<file path="config.mk">
export PLATFORM = sky130hd
export DESIGN_NAME = obc_option_bytes
export DESIGN_NICKNAME = d
export VERILOG_FILES = /design/src/obc_option_bytes.v /design/src/obc_edge_level_sense.v
export VERILOG_INCLUDE_DIRS = /design/src
export SDC_FILE = /design/constraint.sdc
export NUM_CORES = 1
export LEC_CHECK = 0
export BUFFER_PORTS_ARGS = -buffer_cell sky130_fd_sc_hd__buf_2
export CELL_PAD_IN_SITES_DETAIL_PLACEMENT = 1
export CELL_PAD_IN_SITES_GLOBAL_PLACEMENT = 1
export CORE_MARGIN = 2
export CORE_UTILIZATION = 42
export CTS_CLUSTER_DIAMETER = 120
export DETAILED_ROUTE_END_ITERATION = 7
export PLACE_DENSITY = 0.82
export SETUP_SLACK_MARGIN = 0.2
export SYNTH_ARGS = -nofsm -noshare
export SYNTH_HDL_FRONTEND = slang
export SYNTH_SLANG_ARGS = --single-unit
</file>
<file path="constraint.sdc">
create_clock -name i_clk_sys -period 2.9 [get_ports i_clk_sys]
set_clock_uncertainty 0.15 [all_clocks]
set_input_delay 0.145 -clock i_clk_sys [delete_from_list [all_inputs] [get_ports i_clk_sys]]
set_output_delay 0.145 -clock i_clk_sys [all_outputs]
set_load 0.005 [all_outputs]
</file>
<file path="src/obc_consts.vh">
`ifndef OBC_CONSTS_VH
`define OBC_CONSTS_VH

////////////////////////////////////////////////////////////////////////////////
// address decode, only the low address bits are seen
`define OBC_ADDR_BITS          13
`define OBC_ADDR_PROG_CTRL     13'h001c
`define OBC_ADDR_OPT_TWO       13'h1eff
`define OBC_ADDR_OPT_ONE       13'h1f00

////////////////////////////////////////////////////////////////////////////////
// eprom program control fields
`define OBC_CTRL_LATCH_POS     2
`define OBC_CTRL_PULSE_POS     0
`define OBC_CTRL_RESET         8'h00

////////////////////////////////////////////////////////////////////////////////
// option byte one fields
`define OBC_OPT_WDOG_POS       0
`define OBC_OPT_LEVEL_POS      1
`define OBC_OPT_SERIAL_BIT_ORDER_BIT_POS       2
`define OBC_OPT_RATE_LO_POS    3
`define OBC_OPT_RATE_HI_POS    4
`define OBC_OPT_HALT_POS       5
`define OBC_OPT_SECURE_POS     6
`define OBC_OPT_ONE_MASK       8'h7f
`define OBC_OPT_RESET          8'h00

////////////////////////////////////////////////////////////////////////////////
// serial master clock divide ratios per rate code
`define OBC_DIV_CODE_00        7'h40
`define OBC_DIV_CODE_01        7'h20
`define OBC_DIV_CODE_10        7'h10
`define OBC_DIV_CODE_11        7'h08

////////////////////////////////////////////////////////////////////////////////
// timing
`define OBC_CLK_PERIOD_NS      25
`define OBC_PROG_PULSE_TIME_US 4000
// pulse time in ns over the clock period, sized to the pulse counter
`define OBC_PROG_PULSE_CYCLES  18'h27100
`define OBC_PULSE_CNT_W        18

`endif

</file>
<file path="src/obc_option_bytes.v">
// Overview of operation
// - watchdog enable option bit set turns the watchdog timer on.
// - enabled watchdog expiry resets the device unless programming voltage is present.
// - watchdog enable bit clear keeps watchdog off whatever the pin voltage.
// - sensitivity bit clear: external interrupt only on falling edges.
// - sensitivity bit set: interrupt on falling edges and on low level.
// - serial bit order bit set shifts lsb first, clear shifts msb first.
// - serial rate code 00,01,10,11 divides oscillator by 64,32,16,8.
// - stop-to-halt bit set: stop instruction keeps oscillator, enters halt.
// - stop-to-halt bit clear: stop instruction stops oscillator, enters stop.
// - security bit set locks the eprom against external reading.
// - each port A option bit enables that pin's pullup and keyscan interrupt.
// - keyscan interrupts use the same sensitivity as the interrupt pin.
// - in bootloader mode all implemented option bits are readable and writable.
// - programmed option values take effect only after the next reset.
// - only the lower 13 address bits are decoded.
// - pulse bit settable only with latch already set; clearing latch clears pulse.
// - writing latch and pulse together while latch is clear sets latch only.
`timescale 1ns/1ps
`include "obc_consts.vh"

////////////////////////////////////////////////////////////////////////////////
module obc_option_bytes
#(
  parameter [`OBC_PULSE_CNT_W-1:0] PULSE_CYCLES = `OBC_PROG_PULSE_CYCLES
)
(
  // clock and reset
  input  wire       i_clk_sys,
  input  wire       i_rst_n,
  // cpu register access
  input  wire [15:0] i_addr,
  input  wire       i_wr,
  input  wire       i_rd,
  input  wire [7:0] i_wdata,
  output wire [7:0] o_rdata,
  // mode
  input  wire       i_boot_mode,
  // option eprom cell contents
  input  wire [7:0] i_nv_opt_one,
  input  wire [7:0] i_nv_opt_two,
  // option eprom programming
  output wire       o_prog_latch,
  output wire       o_prog_power,
  output wire       o_prog_sel_one,
  output wire       o_prog_sel_two,
  output wire [7:0] o_prog_data,
  output wire       o_prog_time_met,
  // watchdog
  input  wire       i_vpp_present,
  input  wire       i_wdog_expired,
  output wire       o_wdog_en,
  output wire       o_wdog_reset,
  // external interrupt pin
  input  wire       i_irq_n,
  output wire       o_irq_req,
  // port A
  input  wire [7:0] i_porta_n,
  output wire [7:0] o_porta_pullup_en,
  output wire [7:0] o_keyscan_req,
  // serial port options
  output wire       o_serial_lsb_first,
  output wire [1:0] o_serial_rate_code,
  output wire [6:0] o_serial_div,
  // stop instruction
  input  wire       i_stop_exec,
  input  wire       i_wake,
  output wire       o_enter_halt,
  output wire       o_enter_stop,
  output wire       o_osc_stop,
  // security and status
  output wire       o_eprom_locked,
  output wire       o_opt_loaded
);

  ////////////////////////////////////////////////////////////////////////////////
  // declarations
  reg  [7:0]                   ctrl_reg;
  reg  [7:0]                   ctrl_next;
  reg  [7:0]                   opt_one_reg;
  reg  [7:0]                   opt_two_reg;
  reg                          load_pend_reg;
  reg                          loaded_reg;
  reg  [7:0]                   rdata_reg;
  reg  [7:0]                   rdata_next;
  reg                          sel_one_reg;
  reg                          sel_two_reg;
  reg  [7:0]                   pdata_reg;
  reg  [`OBC_PULSE_CNT_W-1:0]  pulse_cnt_reg;
  reg                          time_met_reg;
  reg                          wdog_rst_reg;
  reg                          halt_reg;
  reg                          stop_reg;
  reg                          osc_stop_reg;
  reg  [6:0]                   div_next;
  reg  [6:0]                   div_reg;
  wire [`OBC_ADDR_BITS-1:0]    addr_lo;
  wire                         hit_ctrl;
  wire                         hit_one;
  wire                         hit_two;
  wire                         latch_bit;
  wire                         pulse_bit;
  wire                         halt_opt;
  wire                         opt_wr;

  ////////////////////////////////////////////////////////////////////////////////
  // address decode
  // upper bits ignored
  assign addr_lo  = i_addr[`OBC_ADDR_BITS-1:0];
  assign hit_ctrl = (addr_lo == `OBC_ADDR_PROG_CTRL);
  assign hit_one  = (addr_lo == `OBC_ADDR_OPT_ONE);
  assign hit_two  = (addr_lo == `OBC_ADDR_OPT_TWO);
  assign latch_bit  = ctrl_reg[`OBC_CTRL_LATCH_POS];
  assign pulse_bit  = ctrl_reg[`OBC_CTRL_PULSE_POS];
  assign halt_opt   = opt_one_reg[`OBC_OPT_HALT_POS];
  // option byte writes only count in bootloader mode with the latch set
  // boot mode write
  assign opt_wr = i_wr & i_boot_mode & latch_bit & (hit_one | hit_two);

  ////////////////////////////////////////////////////////////////////////////////
  // program control next value, only latch and pulse bits exist
  always @*
  begin
    ctrl_next = ctrl_reg;
    if (i_wr && hit_ctrl)
    begin
      ctrl_next = `OBC_CTRL_RESET;
      ctrl_next[`OBC_CTRL_LATCH_POS] = i_wdata[`OBC_CTRL_LATCH_POS];
      ctrl_next[`OBC_CTRL_PULSE_POS] = i_wdata[`OBC_CTRL_PULSE_POS] & latch_bit
                                       & i_wdata[`OBC_CTRL_LATCH_POS];
    end
  end
  always @(posedge i_clk_sys or negedge i_rst_n)
  begin
    if (!i_rst_n)
      ctrl_reg <= `OBC_CTRL_RESET;
    else
      ctrl_reg <= ctrl_next;
  end

  ////////////////////////////////////////////////////////////////////////////////
  // programming address and data latch, captured by the write after latch set
  always @(posedge i_clk_sys or negedge i_rst_n)
  begin
    if (!i_rst_n)
    begin
      sel_one_reg <= 1'b0;
      sel_two_reg <= 1'b0;
      pdata_reg   <= `OBC_OPT_RESET;
    end
    else if (!latch_bit)
    begin
      sel_one_reg <= 1'b0;
      sel_two_reg <= 1'b0;
    end
    else if (opt_wr)
    begin
      sel_one_reg <= hit_one;
      sel_two_reg <= hit_two;
      pdata_reg   <= hit_one ? (i_wdata & `OBC_OPT_ONE_MASK) : i_wdata;
    end
  end

  ////////////////////////////////////////////////////////////////////////////////
  // pulse length monitor; software owns the timing, this only reports it
  // minimum pulse time
  always @(posedge i_clk_sys or negedge i_rst_n)
  begin
    if (!i_rst_n)
    begin
      pulse_cnt_reg <= {`OBC_PULSE_CNT_W{1'b0}};
      time_met_reg  <= 1'b0;
    end
    else if (!pulse_bit)
    begin
      pulse_cnt_reg <= {`OBC_PULSE_CNT_W{1'b0}};
      time_met_reg  <= 1'b0;
    end
    else if (pulse_cnt_reg == PULSE_CYCLES - {{(`OBC_PULSE_CNT_W-1){1'b0}}, 1'b1})
      time_met_reg  <= 1'b1;
    else
      pulse_cnt_reg <= pulse_cnt_reg + {{(`OBC_PULSE_CNT_W-1){1'b0}}, 1'b1};
  end

  ////////////////////////////////////////////////////////////////////////////////
  // holding latches, loaded once right after reset release; the async reset
  // only clears them since cell values cannot be taken under reset
  // load at release only
  always @(posedge i_clk_sys or negedge i_rst_n)
  begin
    if (!i_rst_n)
    begin
      opt_one_reg   <= `OBC_OPT_RESET;
      opt_two_reg   <= `OBC_OPT_RESET;
      load_pend_reg <= 1'b1;
      loaded_reg    <= 1'b0;
    end
    else if (load_pend_reg)
    begin
      opt_one_reg   <= i_nv_opt_one & `OBC_OPT_ONE_MASK;
      opt_two_reg   <= i_nv_opt_two;
      load_pend_reg <= 1'b0;
      loaded_reg    <= 1'b1;
    end
  end

  ////////////////////////////////////////////////////////////////////////////////
  // read data, one cycle after the read strobe; option bytes cannot be read
  // back while the latch bit holds the eprom bus for programming
  always @*
  begin
    rdata_next = 8'h00;
    if (hit_ctrl)
      rdata_next = ctrl_reg;
    else if (hit_one && !latch_bit)
      rdata_next = opt_one_reg;
    else if (hit_two && !latch_bit)
      rdata_next = opt_two_reg;
  end
  always @(posedge i_clk_sys or negedge i_rst_n)
  begin
    if (!i_rst_n)
      rdata_reg <= 8'h00;
    else if (i_rd)
      rdata_reg <= rdata_next;
  end

  ////////////////////////////////////////////////////////////////////////////////
  // watchdog reset request, blocked while programming voltage is on the pin
  always @(posedge i_clk_sys or negedge i_rst_n)
  begin
    if (!i_rst_n)
      wdog_rst_reg <= 1'b0;
    else
      wdog_rst_reg <= o_wdog_en & i_wdog_expired & ~i_vpp_present;
  end

  ////////////////////////////////////////////////////////////////////////////////
  // external interrupt pin detector
  obc_edge_level_sense #(.WIDTH (1))
  u_irq_sense
  (
    .i_clk_sys    (i_clk_sys),
    .i_rst_n      (i_rst_n),
    .i_pin_n      (i_irq_n),
    .i_enable     (loaded_reg),
    .i_level_mode (opt_one_reg[`OBC_OPT_LEVEL_POS]),
    .o_req        (o_irq_req)
  );
  obc_edge_level_sense #(.WIDTH (8))
  u_keyscan_sense
  (
    .i_clk_sys    (i_clk_sys),
    .i_rst_n      (i_rst_n),
    .i_pin_n      (i_porta_n),
    .i_enable     (opt_two_reg),
    .i_level_mode (opt_one_reg[`OBC_OPT_LEVEL_POS]),
    .o_req        (o_keyscan_req)
  );

  ////////////////////////////////////////////////////////////////////////////////
  // serial master clock divide ratio
  always @*
  begin
    case ({opt_one_reg[`OBC_OPT_RATE_HI_POS], opt_one_reg[`OBC_OPT_RATE_LO_POS]})
      2'h0:    div_next = `OBC_DIV_CODE_00;
      2'h1:    div_next = `OBC_DIV_CODE_01;
      2'h2:    div_next = `OBC_DIV_CODE_10;
      2'h3:    div_next = `OBC_DIV_CODE_11;
      default: div_next = `OBC_DIV_CODE_00;
    endcase
  end
  always @(posedge i_clk_sys or negedge i_rst_n)
  begin
    if (!i_rst_n)
      div_reg <= `OBC_DIV_CODE_00;
    else
      div_reg <= div_next;
  end

  ////////////////////////////////////////////////////////////////////////////////
  // stop instruction handling; the oscillator stays stopped until a wake
  always @(posedge i_clk_sys or negedge i_rst_n)
  begin
    if (!i_rst_n)
    begin
      halt_reg     <= 1'b0;
      stop_reg     <= 1'b0;
      osc_stop_reg <= 1'b0;
    end
    else
    begin
      halt_reg <= i_stop_exec & halt_opt;
      stop_reg <= i_stop_exec & ~halt_opt;
      if (i_stop_exec && !halt_opt)
        osc_stop_reg <= 1'b1;
      else if (i_wake)
        osc_stop_reg <= 1'b0;
    end
  end

  ////////////////////////////////////////////////////////////////////////////////
  // outputs
  // watchdog on or off
  assign o_wdog_en          = opt_one_reg[`OBC_OPT_WDOG_POS];
  assign o_wdog_reset       = wdog_rst_reg;
  assign o_serial_lsb_first = opt_one_reg[`OBC_OPT_SERIAL_BIT_ORDER_BIT_POS];
  assign o_serial_rate_code = {opt_one_reg[`OBC_OPT_RATE_HI_POS], opt_one_reg[`OBC_OPT_RATE_LO_POS]};
  assign o_serial_div       = div_reg;
  assign o_eprom_locked     = opt_one_reg[`OBC_OPT_SECURE_POS];
  assign o_porta_pullup_en  = opt_two_reg;
  assign o_enter_halt       = halt_reg;
  assign o_enter_stop       = stop_reg;
  assign o_osc_stop         = osc_stop_reg;
  assign o_prog_latch       = latch_bit;
  assign o_prog_power       = pulse_bit;
  assign o_prog_sel_one     = sel_one_reg;
  assign o_prog_sel_two     = sel_two_reg;
  assign o_prog_data        = pdata_reg;
  assign o_prog_time_met    = time_met_reg;
  assign o_rdata            = rdata_reg;
  assign o_opt_loaded       = loaded_reg;

endmodule // obc_option_bytes

</file>
<file path="src/obc_edge_level_sense.v">
`timescale 1ns/1ps

////////////////////////////////////////////////////////////////////////////////
// falling edge or edge-and-level request detector, one per active-low pin
module obc_edge_level_sense
#(
  parameter WIDTH = 1
)
(
  // clock and reset
  input  wire             i_clk_sys,
  input  wire             i_rst_n,
  // pins and controls
  input  wire [WIDTH-1:0] i_pin_n,
  input  wire [WIDTH-1:0] i_enable,
  input  wire             i_level_mode,
  // requests
  output wire [WIDTH-1:0] o_req
);

  reg [WIDTH-1:0] prev_reg;
  reg [WIDTH-1:0] req_reg;

  genvar g;
  generate
    for (g = 0; g < WIDTH; g = g + 1)
    begin : g_pin
      // idle level is high, so a pin held low at reset counts as an edge on the first cycle
      always @(posedge i_clk_sys or negedge i_rst_n)
      begin
        if (!i_rst_n)
        begin
          prev_reg[g] <= 1'b1;
          req_reg[g]  <= 1'b0;
        end
        else
        begin
          prev_reg[g] <= i_pin_n[g];
          req_reg[g]  <= i_enable[g] & ((prev_reg[g] & ~i_pin_n[g]) | (i_level_mode & ~i_pin_n[g]));
        end
      end
    end
  endgenerate

  assign o_req = req_reg;

endmodule // obc_edge_level_sense

</file>
==> results.json <==
{
  "grt_use_total": 0.254,
  "ant_nets": 0,
  "criticalPathCategory": "reg -> reg",
  "cp.arrival_ns": 2.26,
  "p_comb_frac": 0.148,
  "hold_viol": 0,
  "grt_overflow_total": 0,
  "drc": 0,
  "cts_resized": 0,
  "synth_cells": 298,
  "clock-sinks": 82,
  "initial_core_util": 0.431,
  "core-area_um2": 8180,
  "cp_max_fo": 12,
  "die-area_um2": 9130,
  "syn_area_um2": 3520,
  "yosys_register_bits": 82,
  "startpoint": "pulse_cnt_reg[2]$_DFFE_PN0P_",
  "endpoint_kind": "flop",
  "num_io_pins": 113,
  "p_leak_nw": 2.23,
  "portBuffers": 105,
  "num_vias": 3027,
  "yosysMostFrequentCell": "dfrtp_1",
  "status": "complete, no violations",
  "fin_crit_sh": 0.736,
  "antenna_found_initial": 0,
  "crit_chain": "and3_2, nand4_1, or4_1, a21oi_1",
  "hold_depth": 5,
  "peakVddDrop_v": 0.000328,
  "vias_per_cell": 5.47,
  "ys_warn_count": 0,
  "clkPwrFrac": 0.333,
  "synth_top_area_cell": "dfrtp_1",
  "p_per_area_nw_per_um2": 551,
  "cts.htree.levels": 3,
  "switchingPower_mw": 0.754,
  "hpwl_um": 6610,
  "synth_commonest_cells": "dfrtp_1 (71), mux2_2 (24), nor2_1 (19), nand2_1 (17), a21oi_1 (14)",
  "yosysSeqAreaShare": 0.587,
  "synth_cell_types": 54,
  "async_flop_share": 1.00,
  "dieWidth_um": 95.6,
  "postCtsHoldBufs": 40,
  "switching_share": 0.290,
  "area_growth_pct": 34.1,
  "r2r_start": "pulse_cnt_reg[2]$_DFFE_PN0P_",
  "nets": 502,
  "cpPeakStageDelay_ns": 0.64,
  "min_from": "i_addr[4]",
  "startpoint_type": "flop",
  "grt_max_degree": 83,
  "die_y_um": 95.6,
  "worstRegToRegCells": 4,
  "post-cts-setup-buffer-count": 0,
  "tns_ns": 0,
  "firstDrtPassIters": 4,
  "fin_ws_ns": 0.765,
  "cts_tree": "done",
  "slew_headroom": 0.305,
  "fin_crit_ns": 2.14,
  "routabilityCongestion": 0.799,
  "max-clock-path-buffers": 2,
  "instances_no_fill": 553,
  "rsz0062_at_grt": "false",
  "drv_slew": 0,
  "maxClockFrequency_mhz": 468,
  "wl_per_cell_um": 19.6,
  "place_ws_ns": 0.858,
  "internal-power_mw": 1.85,
  "wl_um": 10900,
  "clk_pin_slew_ns": 0.09,
  "synth.avg_cell_area_um2": 11.8,
  "postLayoutCoreUtil": 0.578,
  "worst_path_max_delay_cell": "or4_1",
  "crit_required_ns": 3.03,
  "drt_iter0_drc": 124,
  "maxCapViolCount": 0,
  "synth_ff_type": "dfrtp_1",
  "drive_above_1_share": 0.371,
  "synth_top_area_frac": 0.505,
  "cts_buffers": 9,
  "worst_pin_slew_ns": 1.04,
  "setup_viol": 0,
  "cts_root_buffer": "clkbuf_8",
  "clk_latency_ns": 0.36,
  "grt_pass1_vias": 3330,
  "grt_pass1_wl_um": 17300,
  "rows": 33,
  "dp_cells": 497,
  "synth_edf_count": 0,
  "hp-class": "in -> reg",
  "largest_reg_flops": 18,
  "seq_power_share": 0.520,
  "synth_area_leaders": "dfrtp_1 (50%), dfstp_2 (8.2%), mux2_2 (7.7%)",
  "num_antenna_cells": 0
}
[path summary, 6_finish.rpt]
| path | slack (ns) | to |
|---|---|---|
| max | 0.76 | pulse_cnt_reg[17]$_DFFE_PN0P_ |
| min | 0.19 | o_prog_sel_one$_DFFE_PN0P_ |
| max reg2reg | 0.76 | pulse_cnt_reg[17]$_DFFE_PN0P_ |
| min reg2reg | 0.35 | o_osc_stop$_DFFE_PN0P_ |
| max in group asynchronous | 1.57 | opt_one_reg[2]$_DFFE_PN0P_ |
| min in group asynchronous | 0.35 | o_osc_stop$_DFFE_PN0P_ |
[cell usage in the layout, fill, tap and decap left out, drive strengths merged, types with 4 or more instances in the layout]
master and instances:
nand4 7, clkinv 5, conb 4, inv 7, nand2b 6, o2bb2ai 6, mux2i 5, nor3b 9
mux2 24, nand3 9, dlygate4sd3 40, a21oi 14, dfstp 11, nor2b 4, o21ai 9, nor4 8
clkbuf 9, nand2 17, a22oi 5, and3 4, or3 5, dfrtp 71, nor2 19, buf 105
nor3 9
[through the flow]
step	hold WS (ns)	area, um2	total power, mW
2_1_floorplan	-0.301	3530	1.54
3_3_place_gp	0.110	4120	1.68
3_5_place_dp	0.112	4120	1.71
4_1_cts	0.161	4720	2.60
5_1_grt	0.205	4720	2.72
6_report	0.187	4720	2.60
[area by class of cell]
cell class	instances	area [um2]
Fill cell	909	3450
Multi-Input combinational cell	199	1370
Sequential cell	82	2070
Clock buffer	9	124
Timing Repair Buffer	145	928
Clock inverter	7	78.8
Tap cell	105	131
Inverter	6	22.5
[power groups by stage]
stage / Sequential (mW) / Clock [mW] / Combinational (mW)
floorplan: 1.34 / 0 / 0.200
global placement: 1.36 / 0 / 0.316
detailed placement: 1.37 / 0 / 0.336
CTS: 1.35 / 0.871 / 0.380
global route: 1.37 / 0.928 / 0.425
finish: 1.35 / 0.866 / 0.384
[worst max-delay path: cells and delay by family, from the launching register on]
family          cells  cell delay (ns)
compound gates      1             0.18
flops               1             0.44
simple gates        3             1.29
[cells by family after synthesis]
logic type / after synthesis / share of synthesized area
and+or+nand+nor: 113 / 0.191
DFF: 82 / 0.587
AOI/OAI and AO/OA: 50 / 0.0945
muxes: 29 / 0.0910
buffers and inverters: 20 / 0.0270
xor gates and xnor gates: 2 / 0.00498
adders and majority gates: 1 / 0.00355
other: 1 / 0.00107
[metal layers]
layer  share of wire  GRT usage  routed length (um)  up-vias
met4           0.027     0.0929                 288        0
met2            0.53      0.447                5780       93
met1            0.39      0.302                4260     1537
li1                -          -                   -     1374
met3           0.048     0.0609                 524       23
met5               0          0                   0        -
(Power assumes the default switching activity.)
